## src/hdl/ccb_pkg.sv

```systemverilog
// constants, field layout and types of the converter control word block
package ccb_pkg;
  // control word field positions
  localparam int unsigned BIT_ADAPT_OFF      = 15;
  localparam int unsigned BIT_CAL_CONNECT    = 14;
  localparam int unsigned BIT_CAL_CLEAR      = 9;
  localparam int unsigned BIT_RESOLUTION     = 7;
  localparam int unsigned BIT_DATA_CLEAR     = 6;
  localparam int unsigned BIT_FORMAT         = 5;
  localparam int unsigned BIT_SETTLE_INHIBIT = 4;
  localparam int unsigned BIT_STEP_DOWN      = 3;
  localparam int unsigned BIT_ORDER  = 2;
  localparam int unsigned MODE_HI    = 1;
  localparam int unsigned MODE_LO    = 0;

  // control word masks and reset values
  localparam logic [15:0] CTRL_RESET      = 16'h0000;
  localparam logic [15:0] CTRL_WR_MASK    = 16'hC2FF;
  localparam logic [15:0] CTRL_FIXED_ONES = 16'h2000;
  localparam logic [15:0] CTRL_RSV_MASK   = 16'h3D00;
  localparam logic [15:0] CTRL_SELF_CLEAR = 16'h0240;

  // operating modes
  typedef logic [1:0] ccb_mode_t;
  localparam ccb_mode_t MODE_NORMAL  = 2'h0;
  localparam ccb_mode_t MODE_SELFCAL = 2'h1;
  localparam ccb_mode_t MODE_SLEEP   = 2'h2;

  // data and calibration register values
  localparam logic [23:0] DIR_RESET = 24'h000000;
  localparam logic [23:0] DIR_CLEAR = 24'h000000;
  localparam logic [23:0] OFS_RESET  = 24'h000000;
  localparam logic [23:0] OFS_CLEAR  = 24'h000000;
  localparam logic [23:0] GAIN_RESET = 24'h800000;
  localparam logic [23:0] GAIN_CLEAR = 24'h080000;
  localparam logic [23:0] OT_SIGN    = 24'h800000;
  localparam logic [23:0] MASK16     = 24'hFFFF00;
  localparam logic [23:0] MASK20     = 24'hFFFFF0;

  // byte addresses of the serial register map
  localparam logic [3:0] A_DIR2 = 4'h0;
  localparam logic [3:0] A_DIR1 = 4'h1;
  localparam logic [3:0] A_DIR0 = 4'h2;
  localparam logic [3:0] A_CTRL1 = 4'h4;
  localparam logic [3:0] A_CTRL0 = 4'h5;
  localparam logic [3:0] A_OFS2  = 4'h8;
  localparam logic [3:0] A_OFS1  = 4'h9;
  localparam logic [3:0] A_OFS0  = 4'hA;
  localparam logic [3:0] A_GAIN2 = 4'hC;
  localparam logic [3:0] A_GAIN1 = 4'hD;
  localparam logic [3:0] A_GAIN0 = 4'hE;

  // command byte layout: read flag, byte count minus one, start address
  localparam int unsigned CMD_RD  = 7;
  localparam int unsigned CMD_NHI = 6;
  localparam int unsigned CMD_NLO = 5;
  localparam int unsigned CMD_AHI = 3;
  localparam logic [2:0]  BIT_LAST = 3'h7;

  typedef enum logic [1:0] {ST_CMD = 2'b00, ST_DATA = 2'b01} ccb_state_e;
endpackage

```

## src/hdl/ccb_sync.sv

```systemverilog
// two-stage synchroniser for pins entering the core clock domain
`timescale 1ns/1ps
module ccb_sync #(
  parameter int unsigned W       = 1,
  parameter logic [W-1:0] RST_VAL = '0
) (
  // clock and reset
  input  wire logic         core_clk,
  input  wire logic         nrst,
  // pins and synchronised copies
  input  wire logic [W-1:0] async_in,
  output logic      [W-1:0] sync_out
);
  logic [W-1:0] meta_r;

  // one flop pair per bit; the first stage feeds only the second
  for (genvar i = 0; i < W; i++) begin : g_bit
    always_ff @(posedge core_clk or negedge nrst) begin
      if (!nrst) begin
        meta_r[i]   <= RST_VAL[i];
        sync_out[i] <= RST_VAL[i];
      end else begin
        meta_r[i]   <= async_in[i];
        sync_out[i] <= meta_r[i];
      end
    end
  end
endmodule

```

## src/hdl/ccb_top.sv

```systemverilog
// serial register port and control word of the delta-sigma output converter
`timescale 1ns/1ps
module ccb_top
  import ccb_pkg::*;
(
  // clock and reset
  input  wire logic        core_clk,
  input  wire logic        nrst,
  // serial port from the host
  input  wire logic        sclk,
  input  wire logic        cs_n,
  input  wire logic        sdio_in,
  output logic             sdio_out,
  output logic             sdio_oe,
  // data and calibration values toward the converter core
  output logic [23:0]      data_value,
  output logic [23:0]      offset_constant,
  output logic [23:0]      full_scale_constant,
  output logic [23:0]      output_level,
  // configuration toward the converter core
  output logic [1:0]       operating_mode_field,
  output logic             resolution_select,
  output logic             code_format_select,
  output logic             filter_adaptive,
  output logic             filter_fast,
  output logic             output_connect
);
  logic [2:0]  pin_raw;
  logic [2:0]  pin_s;
  logic        sclk_s;
  logic        cs_n_s;
  logic        sdi_s;
  logic        sclk_d_r;
  ccb_state_e  state_r;
  logic [2:0]  bit_cnt_r;
  logic [7:0]  shift_r;
  logic [7:0]  tx_r;
  logic        rd_r;
  logic [1:0]  left_r;
  logic [3:0]  addr_r;
  logic        touch_r;
  logic        commit_r;
  logic [15:0] stage_r;
  logic [15:0] ctrl_r;
  logic [23:0] dir_r;
  logic [23:0] ofs_r;
  logic [23:0] gain_r;

  // byte reversal used for lsb-first shifting in both directions
  function automatic logic [7:0] rev8(input logic [7:0] b);
    logic [7:0] r;
    r = '0;
    for (int i = 0; i < 8; i++) r[i] = b[7 - i];
    return r;
  endfunction

  // sclk, chip select and data all come from the host's domain
  assign pin_raw = {sclk, cs_n, sdio_in};
  ccb_sync #(.W(3), .RST_VAL(3'h2)) u_sync (
    .core_clk (core_clk),
    .nrst     (nrst),
    .async_in (pin_raw),
    .sync_out (pin_s)
  );
  assign sclk_s = pin_s[2];
  assign cs_n_s = pin_s[1];
  assign sdi_s  = pin_s[0];

  // edge detection and byte framing
  logic       rise;
  logic       fall;
  logic       byte_done;
  logic       cmd_done;
  logic       data_done;
  logic       wr_data;
  logic       is_ctrl;
  logic       lsb_first;
  logic [7:0] byte_in;
  logic [7:0] wr_byte;
  logic [3:0] next_addr;
  logic [3:0] rd_addr;
  logic [15:0] ctrl_rd;
  logic [7:0] rd_src;
  logic       last_wr;
  assign rise      = sclk_s & ~sclk_d_r;
  assign fall      = ~sclk_s & sclk_d_r;
  assign byte_done = rise & ~cs_n_s & (bit_cnt_r == BIT_LAST);
  assign cmd_done  = byte_done & (state_r == ST_CMD);
  assign data_done = byte_done & (state_r == ST_DATA);
  assign wr_data   = data_done & ~rd_r;
  assign byte_in   = {shift_r[6:0], sdi_s};
  assign is_ctrl   = (addr_r == A_CTRL1) | (addr_r == A_CTRL0);
  assign lsb_first = ctrl_r[BIT_ORDER];
  assign wr_byte   = (lsb_first & ~is_ctrl) ? rev8(byte_in) : byte_in;
  // control word writes step up whatever the direction bit says
  assign next_addr = ((~rd_r & is_ctrl) | ~ctrl_r[BIT_STEP_DOWN]) ? addr_r + 4'h1
                                                                  : addr_r - 4'h1;
  assign last_wr   = wr_data & (left_r == 2'h0) & (is_ctrl | touch_r);

  // read side: fixed reserved bits are merged in here, never stored
  assign ctrl_rd = ctrl_r | CTRL_FIXED_ONES;
  assign rd_addr = cmd_done ? byte_in[CMD_AHI:0] : next_addr;
  always_comb begin
    unique case (rd_addr)
      A_DIR2:  rd_src = dir_r[23:16];
      A_DIR1:  rd_src = dir_r[15:8];
      A_DIR0:  rd_src = dir_r[7:0];
      A_CTRL1: rd_src = ctrl_rd[15:8];
      A_CTRL0: rd_src = ctrl_rd[7:0];
      A_OFS2:  rd_src = ofs_r[23:16];
      A_OFS1:  rd_src = ofs_r[15:8];
      A_OFS0:  rd_src = ofs_r[7:0];
      A_GAIN2: rd_src = gain_r[23:16];
      A_GAIN1: rd_src = gain_r[15:8];
      A_GAIN0: rd_src = gain_r[7:0];
      default: rd_src = 8'h00;
    endcase
  end

  // commit decode: effects judged on the mode being written
  logic        commit_ev;
  logic        new_normal;
  logic        new_sleep;
  logic        cal_zero;
  logic        data_zero;
  logic [15:0] ctrl_nxt;
  assign commit_ev  = commit_r & (fall | cs_n_s);
  assign new_normal = stage_r[MODE_HI:MODE_LO] == MODE_NORMAL;
  assign new_sleep  = stage_r[MODE_HI:MODE_LO] == MODE_SLEEP;
  assign cal_zero   = commit_ev & new_normal & stage_r[BIT_CAL_CLEAR];
  assign data_zero  = commit_ev & new_normal & stage_r[BIT_DATA_CLEAR];
  // clear bits only keep their value in sleep, so they read zero otherwise
  assign ctrl_nxt   = stage_r & CTRL_WR_MASK & (new_sleep ? 16'hFFFF : ~CTRL_SELF_CLEAR);

  // serial framing state
  always_ff @(posedge core_clk or negedge nrst) begin
    if (!nrst) begin
      sclk_d_r  <= 1'b0;
      state_r   <= ST_CMD;
      bit_cnt_r <= 3'h0;
      shift_r   <= 8'h00;
      rd_r      <= 1'b0;
      left_r    <= 2'h0;
      addr_r    <= 4'h0;
      touch_r   <= 1'b0;
    end else begin
      sclk_d_r <= sclk_s;
      if (cs_n_s) begin
        state_r   <= ST_CMD;
        bit_cnt_r <= 3'h0;
      end else if (rise) begin
        shift_r   <= byte_in;
        bit_cnt_r <= bit_cnt_r + 3'h1;
        if (cmd_done) begin
          state_r <= ST_DATA;
          rd_r    <= byte_in[CMD_RD];
          left_r  <= byte_in[CMD_NHI:CMD_NLO];
          addr_r  <= byte_in[CMD_AHI:0];
          touch_r <= 1'b0;
        end else if (data_done) begin
          addr_r  <= next_addr;
          touch_r <= touch_r | (~rd_r & is_ctrl);
          left_r  <= left_r - 2'h1;
          if (left_r == 2'h0) state_r <= ST_CMD;
        end
      end
    end
  end

  // read data: new bit put out on each falling clock while reading
  always_ff @(posedge core_clk or negedge nrst) begin
    if (!nrst) begin
      tx_r     <= 8'h00;
      sdio_out <= 1'b0;
      sdio_oe  <= 1'b0;
    end else begin
      sdio_oe <= rd_r & (state_r == ST_DATA) & ~cs_n_s;
      if (byte_done) begin
        tx_r <= lsb_first ? rev8(rd_src) : rd_src;
      end else if (fall) begin
        sdio_out <= tx_r[7];
        tx_r     <= {tx_r[6:0], 1'b0};
      end
    end
  end

  // control word staging and commit; the staged copy starts from the live word
  always_ff @(posedge core_clk or negedge nrst) begin
    if (!nrst) begin
      stage_r  <= CTRL_RESET;
      commit_r <= 1'b0;
      ctrl_r   <= CTRL_RESET;
    end else begin
      if (cmd_done) stage_r <= ctrl_r;
      if (wr_data && addr_r == A_CTRL1) stage_r[15:8] <= wr_byte;
      if (wr_data && addr_r == A_CTRL0) stage_r[7:0] <= wr_byte;
      if (commit_ev) begin
        commit_r <= 1'b0;
        ctrl_r   <= ctrl_nxt;
      end else if (last_wr) begin
        commit_r <= 1'b1;
      end
    end
  end

  // data and calibration registers; clears land on the commit cycle
  always_ff @(posedge core_clk or negedge nrst) begin
    if (!nrst) begin
      dir_r <= DIR_RESET;
      ofs_r  <= OFS_RESET;
      gain_r <= GAIN_RESET;
    end else begin
      if (data_zero) dir_r <= DIR_CLEAR;
      if (cal_zero) begin
        ofs_r  <= OFS_CLEAR;
        gain_r <= GAIN_CLEAR;
      end
      if (wr_data) begin
        unique case (addr_r)
          A_DIR2:  dir_r[23:16] <= wr_byte;
          A_DIR1:  dir_r[15:8]  <= wr_byte;
          A_DIR0:  dir_r[7:0]   <= wr_byte;
          A_OFS2:  ofs_r[23:16]  <= wr_byte;
          A_OFS1:  ofs_r[15:8]   <= wr_byte;
          A_OFS0:  ofs_r[7:0]    <= wr_byte;
          A_GAIN2: gain_r[23:16] <= wr_byte;
          A_GAIN1: gain_r[15:8]  <= wr_byte;
          A_GAIN0: gain_r[7:0]   <= wr_byte;
          default: ;
        endcase
      end
    end
  end

  // converter-facing view; the output level drops low bits beyond the resolution
  logic [23:0] level_nxt;
  assign level_nxt = (ctrl_r[BIT_FORMAT] ? dir_r : dir_r ^ OT_SIGN) &
                     (ctrl_r[BIT_RESOLUTION] ? MASK20 : MASK16);
  always_ff @(posedge core_clk or negedge nrst) begin
    if (!nrst) begin
      data_value           <= DIR_RESET;
      offset_constant      <= OFS_RESET;
      full_scale_constant  <= GAIN_RESET;
      output_level         <= OT_SIGN;
      operating_mode_field <= MODE_NORMAL;
      resolution_select    <= 1'b0;
      code_format_select   <= 1'b0;
      filter_adaptive      <= 1'b1;
      filter_fast          <= 1'b0;
      output_connect       <= 1'b1;
    end else begin
      data_value           <= dir_r;
      offset_constant      <= ofs_r;
      full_scale_constant  <= gain_r;
      output_level         <= level_nxt;
      operating_mode_field <= ctrl_r[MODE_HI:MODE_LO];
      resolution_select    <= ctrl_r[BIT_RESOLUTION];
      code_format_select   <= ctrl_r[BIT_FORMAT];
      filter_adaptive      <= ~ctrl_r[BIT_SETTLE_INHIBIT] & ~ctrl_r[BIT_ADAPT_OFF];
      filter_fast          <= ~ctrl_r[BIT_SETTLE_INHIBIT] & ctrl_r[BIT_ADAPT_OFF];
      output_connect       <= ~((ctrl_r[MODE_HI:MODE_LO] == MODE_SELFCAL) & ~ctrl_r[BIT_CAL_CONNECT]);
    end
  end
endmodule
```

## config.mk

```make
export PLATFORM = sky130hd
export DESIGN_NAME = ccb_top
export DESIGN_NICKNAME = d
export VERILOG_FILES = /design/src/hdl/ccb_pkg.sv /design/src/hdl/ccb_sync.sv /design/src/hdl/ccb_top.sv
export SDC_FILE = /design/constraint.sdc
export NUM_CORES = 1
export LEC_CHECK = 0
export BUFFER_PORTS_ARGS = -buffer_cell sky130_fd_sc_hd__buf_4
export CORE_UTILIZATION = 25
export DETAILED_ROUTE_END_ITERATION = 7
export SETUP_SLACK_MARGIN = 0.05
export SLEW_MARGIN = 20
export SYNTH_ARGS = -nofsm -noshare
export SYNTH_HDL_FRONTEND = slang
export SYNTH_SLANG_ARGS = --single-unit
export TNS_END_PERCENT = 1
```

## constraint.sdc

```tcl
create_clock -name core_clk -period 3.96 [get_ports core_clk]
set_input_delay 0.99 -clock core_clk [delete_from_list [all_inputs] [get_ports core_clk]]
set_output_delay 0.99 -clock core_clk [all_outputs]
set_load 0.005 [all_outputs]
```

==> results.md, run 1 <==
* Status: finished, final reports clean
* Clock-pin transition on the worst setup and hold timing paths at 0.07 ns
* Fin. Hold Viols at 0
* Cell with the most instances after synthesis: dfrtp_1
* First-pass GRT wire length at 38110 um
* CTS tree: built
* Final core occ at 0.3144
* Slowest cell delay on critical path at 0.62 ns
* RePlAce Congestion at 0.8819
* P_int at 3.794 mW
* Nets at 862
* Crit-path leading delay family: compound AO/OA/AOI/OAI gates
* Wire per inst at 18.83 um
* DP Worst Slack at 0.4053 ns
* Endpoint class of the critical path: flip-flop
* Sum Neg Setup Slack at 0 ns
* H-tree levels at 1
* Hold Path Sink: u_sync.sync_out[0]
* Post-synth EDFFs at 0
* Post-CTS setup buffers at 0
* CP Launch Type: flip-flop
* CTS sink cnt at 215
* I/O Pins at 110
* Slowest stage cell, crit path: o41a_1
* Synth top area share at 0.5973
* Slew margin rel. at 0.4626
* Seq pwr share at 0.460
* Min Tclk post-route at 3.559 ns
* DIE WIDTH at 188.7 um
* Clk buf depth at 3
* Critical Path, Cell by Cell: inv_1 -> ha_1 -> nor2_2 -> nor4b_1 -> o41a_1 -> buf_4 -> and3_1 -> a311oi_1 -> a31oi_1 -> or3_1 -> a221o_1
* Synth Register Bits at 215
* IO Port Bufs at 105
* Setup violators final at 0
* Initial antenna violation count at 0
* P&R area growth vs syn at 24.31%
* Placed cell areas at 9986 um^2
* Share of post-route cells with drive strength above 1 at 0.2514
* Critical path class: flip-flop to flip-flop
* R2r setup slk at 0.40 ns
* Reg2reg end: tx_r[0]
* GRT overflow at 0
* Routed Wire Length at 24890 um
* Hpwl dp at 17680 um
* Ant. Diodes at 0
* Hold_ws at 0.3455 ns
* Synth top cells by count: dfrtp_1 (208), o21ai_0 (91), nand3_1 (90), nand2_1 (36), nor2_1 (31)
* Peak VDD IR at 244.0 uV
* Max-slew violations at 0
* Synth Instances at 752
* CTS root buffer: clkbuf_16
* Cell area after synthesis at 8715 um^2
* Worst-margin pin slew at 0.8042 ns
* Iteration-0 DRC Markers at 564
* Final worst slack at 0.4011 ns
* Lkg Pwr at 5.114 nW
* Hold Path Depth at 0
* Crit Path Max Fanout at 10
* Vias per cell at 4.762
* Switching Fraction at 0.2378
* GRT Total Usage at 0.1397
* Asr flop ratio synth at 1.000
* Worst-skew pair later-pin latency at 0.53 ns
* Starting Density at 0.2529
* Clock power frac at 0.474
* Core Rows at 68
* Final worst path period share at 0.8987
* CTS Buf Count at 23
* Vias in the first global route at 6113
* Post-synth top area cell: dfrtp_1
* Die height at 188.7 um
* Fmax at 281.0 MHz
* Design Area, Final at 10830 um^2
* Die area at 35610 um^2
* Largest cells by area after synthesis: dfrtp_1 (60%), o21ai_0 (5.2%), nand3_1 (5.2%), mux2_2 (2.6%), mux2i_1 (2.4%)
* NetSw at 1.184 mW
* RSZ-0062 raised after global routing: false
* Crit path DAT at 3.98 ns
* Hold Startpoint: u_sync.meta_r[0]
* Required @ worst endpoint at 4.38 ns
* Worst Hold Class: flip-flop to flip-flop
* Worst Clk Skew at 0.02711 ns
* Worst Path Buf+Inv at 2
* DRC viols at 0
* Core ar. at 34460 um^2
* Sequential element share of the synthesized area at 0.6184
* Reg2reg start: addr_r[0]
* Largest net degree at the start of global routing at 89
* Mapped Avg Cell Area at 11.59 um^2
* First-pass DRT Iterations at 5
* Synth warnings at 0
* DR vias at 6296
* Prevailing post-synth register cell: dfrtp_1
* Logic pwr share at 0.067
* Reg2reg path depth at 11
* Maxcap violations at 0
* Post-synth cell types at 72
* Hold-fix buffers, CTS at 0
* Pwr dens at 459.6 nW/um^2
* Post-CTS Resized at 0
* Post-route ant nets at 0
## power by group through the flow
stage | clock network [mW] | logic (mW) | registers [mW]
6_report | 2.36 | 0.331 | 2.29
5_1_grt | 2.50 | 0.349 | 2.29
4_1_cts | 2.43 | 0.331 | 2.29
3_5_place_dp | 0 | 0.330 | 2.33
3_3_place_gp | 0 | 0.330 | 2.33
2_1_floorplan | 0 | 0.115 | 2.30
## worst max-delay path by stage
stage,startpoint,endpoint,cells after the start
final,addr_r[0],tx_r[0],11
after CTS,addr_r[0],tx_r[0],11
after global routing,addr_r[0],tx_r[0],11
after detailed placement,addr_r[0],tx_r[0],11
after floorplan,addr_r[0],tx_r[0],12
after global placement,addr_r[0],tx_r[0],11
## routing by layer
layer | global-route usage | share of wire
met3 | 0.02589 | 0.059
met1 | 0.1928 | 0.45
met5 | 0.01511 | 0.0029
met2 | 0.2189 | 0.46
met4 | 0.04467 | 0.030
## sequential cells by signal (all words and copies together) (netlist names), 2 cells and up
name                  flops
addr_r                    4
bit_cnt_r                 3
ctrl_r                   11
data_value               24
dir_r                    24
full_scale_constant      24
gain_r                   24
left_r                    2
offset_constant          24
ofs_r                    24
operating_mode_field      2
output_level              5
shift_r                   7
stage_r                  11
tx_r                      8
u_sync.meta_r             3
u_sync.sync_out           3
## worst register-to-register path, stage by stage, from the launching register on
cell	delay, ns
dfrtp_1	0.42
inv_1	0.14
ha_1	0.34
nor2_2	0.31
nor4b_1	0.14
o41a_1	0.62
buf_4	0.26
and3_1	0.16
a311oi_1	0.26
a31oi_1	0.07
or3_1	0.41
a221o_1	0.33
## cells by family (layout without fill, tap and decap cells)
| logic type | count (synthesis) | after routing | share of synthesized area |
|---|---|---|---|
| simple gates | 224 | 224 | 0.1337 |
| flops | 215 | 215 | 0.6184 |
| compound gates | 186 | 186 | 0.1388 |
| buf+inv | 75 | 187 | 0.04494 |
| mux | 42 | 42 | 0.05169 |
| fa+ha+maj | 7 | 7 | 0.01005 |
| xor+xnor | 2 | 2 | 0.002010 |
| other cells | 1 | 4 | 0.0004303 |
## area by class of cell
cell class              count  area, um^2
flip-flops and latches    215        5389
multi-input cells         465        2960
repair buffers            134        1026
clock inverters            10       167.7
inverters                  11       41.29
well taps                 455       569.3
clock buffers              32       679.4
fillers                  3455       23630
## placed cells by master (no fill, tap or decap), types with 7 or more instances in the layout
cell type,count
dfrtp_1,208
buf_4,132
o21ai_0,91
nand3_1,90
nand2_1,36
nor2_1,31
clkbuf_16,23
mux2_2,20
mux2i_1,17
a21oi_1,15
nor2b_1,14
a221o_1,12
a211oi_1,12
inv_1,10
a221oi_1,10
nor4_1,7
ha_1,7
clkbuf_8,7
dfstp_2,7
## metrics by stage
step	total power [mW]	instances
4_1_cts	5.049	1322
5_1_grt	5.148	1322
3_5_place_dp	2.660	1280
6_report	4.979	1322
2_1_floorplan	2.413	755
3_3_place_gp	2.657	1280
No activity file was read; power rests on OpenSTA's default activity.
==> run 2, diff against run 1 <==
--- a/config.mk
+++ b/config.mk
@@ -8,6 +8,8 @@
 export BUFFER_PORTS_ARGS = -buffer_cell sky130_fd_sc_hd__buf_4
 export CORE_UTILIZATION = 25
 export DETAILED_ROUTE_END_ITERATION = 7
+export GPL_TIMING_DRIVEN = 0
+export PLACE_DENSITY_LB_ADDON = 0.08
 export SETUP_SLACK_MARGIN = 0.05
 export SLEW_MARGIN = 20
 export SYNTH_ARGS = -nofsm -noshare
==> run 2 against run 1 <==
Fmax is 4.6% lower. Count of clock-buffer cells in the layout is 7 higher. Clock power is 4% higher. Wire length is 15% higher. Die area stayed put. Final cell count is 3.4% higher. Hold slack worse by 0.0066 ns. Via count is 2.2% higher. Setup slack worse by 0.17 ns. Clock skew is 0.0021 ns higher. Register-to-register slack worse by 0.17 ns. Critical path depth stayed put.
==> results.md, run 2 (synthesis results as in run 1) <==
* Logic pwr share at 0.070 (was 0.067)
* Vias per cell at 4.707 (was 4.762)
* Min Tclk post-route at 3.732 ns (was 3.559 ns)
* Core Rows at 68 (unchanged)
* DP Worst Slack at -0.1309 ns (was 0.4053 ns)
* CTS Buf Count at 26 (was 23)
* Core ar. at 34460 um^2 (unchanged)
* R2r setup slk at 0.23 ns (was 0.40 ns)
* Sequential Area at 5389 um^2 (unchanged)
* Clock-pin transition on the worst setup and hold timing paths at 0.06 ns (was 0.07 ns)
* CTS root buffer: clkbuf_16 (unchanged)
* Max-slew violations at 0 (unchanged)
* IO Port Bufs at 105 (unchanged)
* Die height at 188.7 um (unchanged)
* Worst-skew pair later-pin latency at 0.55 ns (was 0.53 ns)
* Fin. Hold Viols at 0 (unchanged)
* H-tree levels at 1 (unchanged)
* Hpwl dp at 20440 um (was 17680 um)
* Wire per inst at 20.89 um (was 18.83 um)
* Fmax at 268.0 MHz (was 281.0 MHz)
* Endpoint class of the critical path: flip-flop (unchanged)
* Critical Path, Cell by Cell: inv_1 -> ha_1 -> buf_2 -> nor2_2 -> nor4b_2 -> or4_1 -> o21ai_1 -> o22a_1 -> a41oi_1 -> a2111oi_4 -> a221oi_1 (was inv_1 -> ha_1 -> nor2_2 -> nor4b_1 -> o41a_1 -> buf_4 -> and3_1 -> a311oi_1 -> a31oi_1 -> or3_1 -> a221o_1)
* Nets at 906 (was 862)
* Initial antenna violation count at 0 (unchanged)
* Setup violators final at 0 (unchanged)
* P_int at 3.825 mW (was 3.794 mW)
* Starting Density at 0.2529 (unchanged)
* Worst Clk Skew at 0.02919 ns (was 0.02711 ns)
* Crit path DAT at 4.12 ns (was 3.98 ns)
* First-pass DRT Iterations at 5 (unchanged)
* Required @ worst endpoint at 4.35 ns (was 4.38 ns)
* Slowest stage cell, crit path: or4_1 (was o41a_1)
* Final worst path period share at 0.9424 (was 0.8987)
* Largest net degree at the start of global routing at 92 (was 89)
* Crit-path leading delay family: compound AO/OA/AOI/OAI gates (unchanged)
* I/O Pins at 110 (unchanged)
* CTS sink cnt at 215 (unchanged)
* Fill cell count at 3518 (was 3455)
* Vias in the first global route at 6323 (was 6113)
* Lkg Pwr at 5.243 nW (was 5.114 nW)
* GRT Total Usage at 0.1613 (was 0.1397)
* CP Launch Type: flip-flop (unchanged)
* Multi-input gate area in the final layout at 3060 um^2 (was 2960 um^2)
* Slew margin rel. at 0.3046 (was 0.4626)
* Ant. Diodes at 0 (unchanged)
* Die area at 35610 um^2 (unchanged)
* RSZ-0062 raised after global routing: false (unchanged)
* Final worst slack at 0.2280 ns (was 0.4011 ns)
* DR vias at 6435 (was 6296)
* DIE WIDTH at 188.7 um (unchanged)
* RePlAce Congestion at 0.8591 (was 0.8819)
* Status: finished, final reports clean (unchanged)
* Maxcap violations at 0 (unchanged)
* NetSw at 1.273 mW (was 1.184 mW)
* Peak VDD IR at 275.6 uV (was 244.0 uV)
* GRT overflow at 0 (unchanged)
* Switching Fraction at 0.2498 (was 0.2378)
* DRC viols at 0 (unchanged)
* Post-route ant nets at 0 (unchanged)
* Slowest cell delay on critical path at 0.62 ns (about the same)
* Most common cell after layout, fill and taps aside: dfrtp_1 (unchanged)
* P&R area growth vs syn at 28.34% (was 24.31%)
* Worst-margin pin slew at 1.043 ns (was 0.8042 ns)
* First-pass GRT wire length at 42840 um (was 38110 um)
* Clk buf depth at 3 (unchanged)
* CTS tree: built (unchanged)
* Final core occ at 0.3246 (was 0.3144)
* Worst Hold Class: primary input to asynchronous set/reset pin (was flip-flop to flip-flop)
* Seq pwr share at 0.450 (was 0.460)
* Share of post-route cells with drive strength above 1 at 0.2632 (was 0.2514)
* Crit Path Max Fanout at 9 (was 10)
* Routed Wire Length at 28560 um (was 24890 um)
* Critical path class: flip-flop to flip-flop (unchanged)
* Worst Path Buf+Inv at 2 (unchanged)
* Iteration-0 DRC Markers at 399 (was 564)
* Pwr dens at 455.8 nW/um^2 (was 459.6 nW/um^2)
* Post-CTS setup buffers at 0 (unchanged)
* Commonest cells after routing, fill and taps aside: dfrtp_1 (208), buf_4 (124), o21ai_0 (91) (was dfrtp_1 (208), buf_4 (132), o21ai_0 (91))
* Clock power frac at 0.480 (was 0.474)
-- run 2: final timing paths --
check                                endpoint             start  cells after the start
setup / recovery                      tx_r[5]         addr_r[0]                     11
min in group core_clk      u_sync.sync_out[2]  u_sync.meta_r[2]                      0
hold reg to reg            u_sync.sync_out[2]  u_sync.meta_r[2]                      0
setup reg to reg                      tx_r[5]         addr_r[0]                     11
max in group asynchronous  u_sync.sync_out[1]              nrst                      2
hold / removal             offset_constant[3]              nrst                      1
-- run 2: area by class of cell --
cell class / instances / area share
Buffer: 64 / 0.03144
Clock buffer: 39 / 0.06701
Clock inverter: 7 / 0.01141
Inverter: 11 / 0.003692
Multi-Input combinational cell: 465 / 0.2736
Sequential cell: 215 / 0.4818
Tap cell: 455 / 0.05090
Timing Repair Buffer: 111 / 0.08010
-- run 2: what timing repair did --
action,in CTS,in global routing
endpoints found under the setup margin,4,6
resized for setup,3,11
hold buffers,0,0
pin swaps,0,0
cloned,0,0
-- run 2: stage by stage --
step	hold WS (ns)	power [mW]	instance area (um^2)	cells	setup TNS (ns)
detailed placement	0.3365	2.696	10220	1321	-0.3330
finish	0.3389	5.098	11180	1367	0
global placement	0.3324	2.639	10080	1315	-0.3277
global route	0.3462	5.296	11180	1367	0
floorplan	0.3312	2.413	8726	755	0
CTS	0.3269	5.188	11120	1367	0
-- run 2: power by group through the flow --
stage          sequential [mW]  clock [mW]  combinational (mW)
6_report                  2.29        2.45               0.358
4_1_cts                   2.29        2.53               0.366
2_1_floorplan             2.30           0               0.115
3_3_place_gp              2.32           0               0.320
5_1_grt                   2.30        2.62               0.380
3_5_place_dp              2.33           0               0.365
-- run 2: metal layers --
layer	vias to the layer above	global-route usage	wire length (um)
met2	163	0.2549	13310
li1	3008	-	-
met5	-	0	0
met1	3230	0.2312	13510
met4	0	0.03815	505
met3	34	0.02403	1232
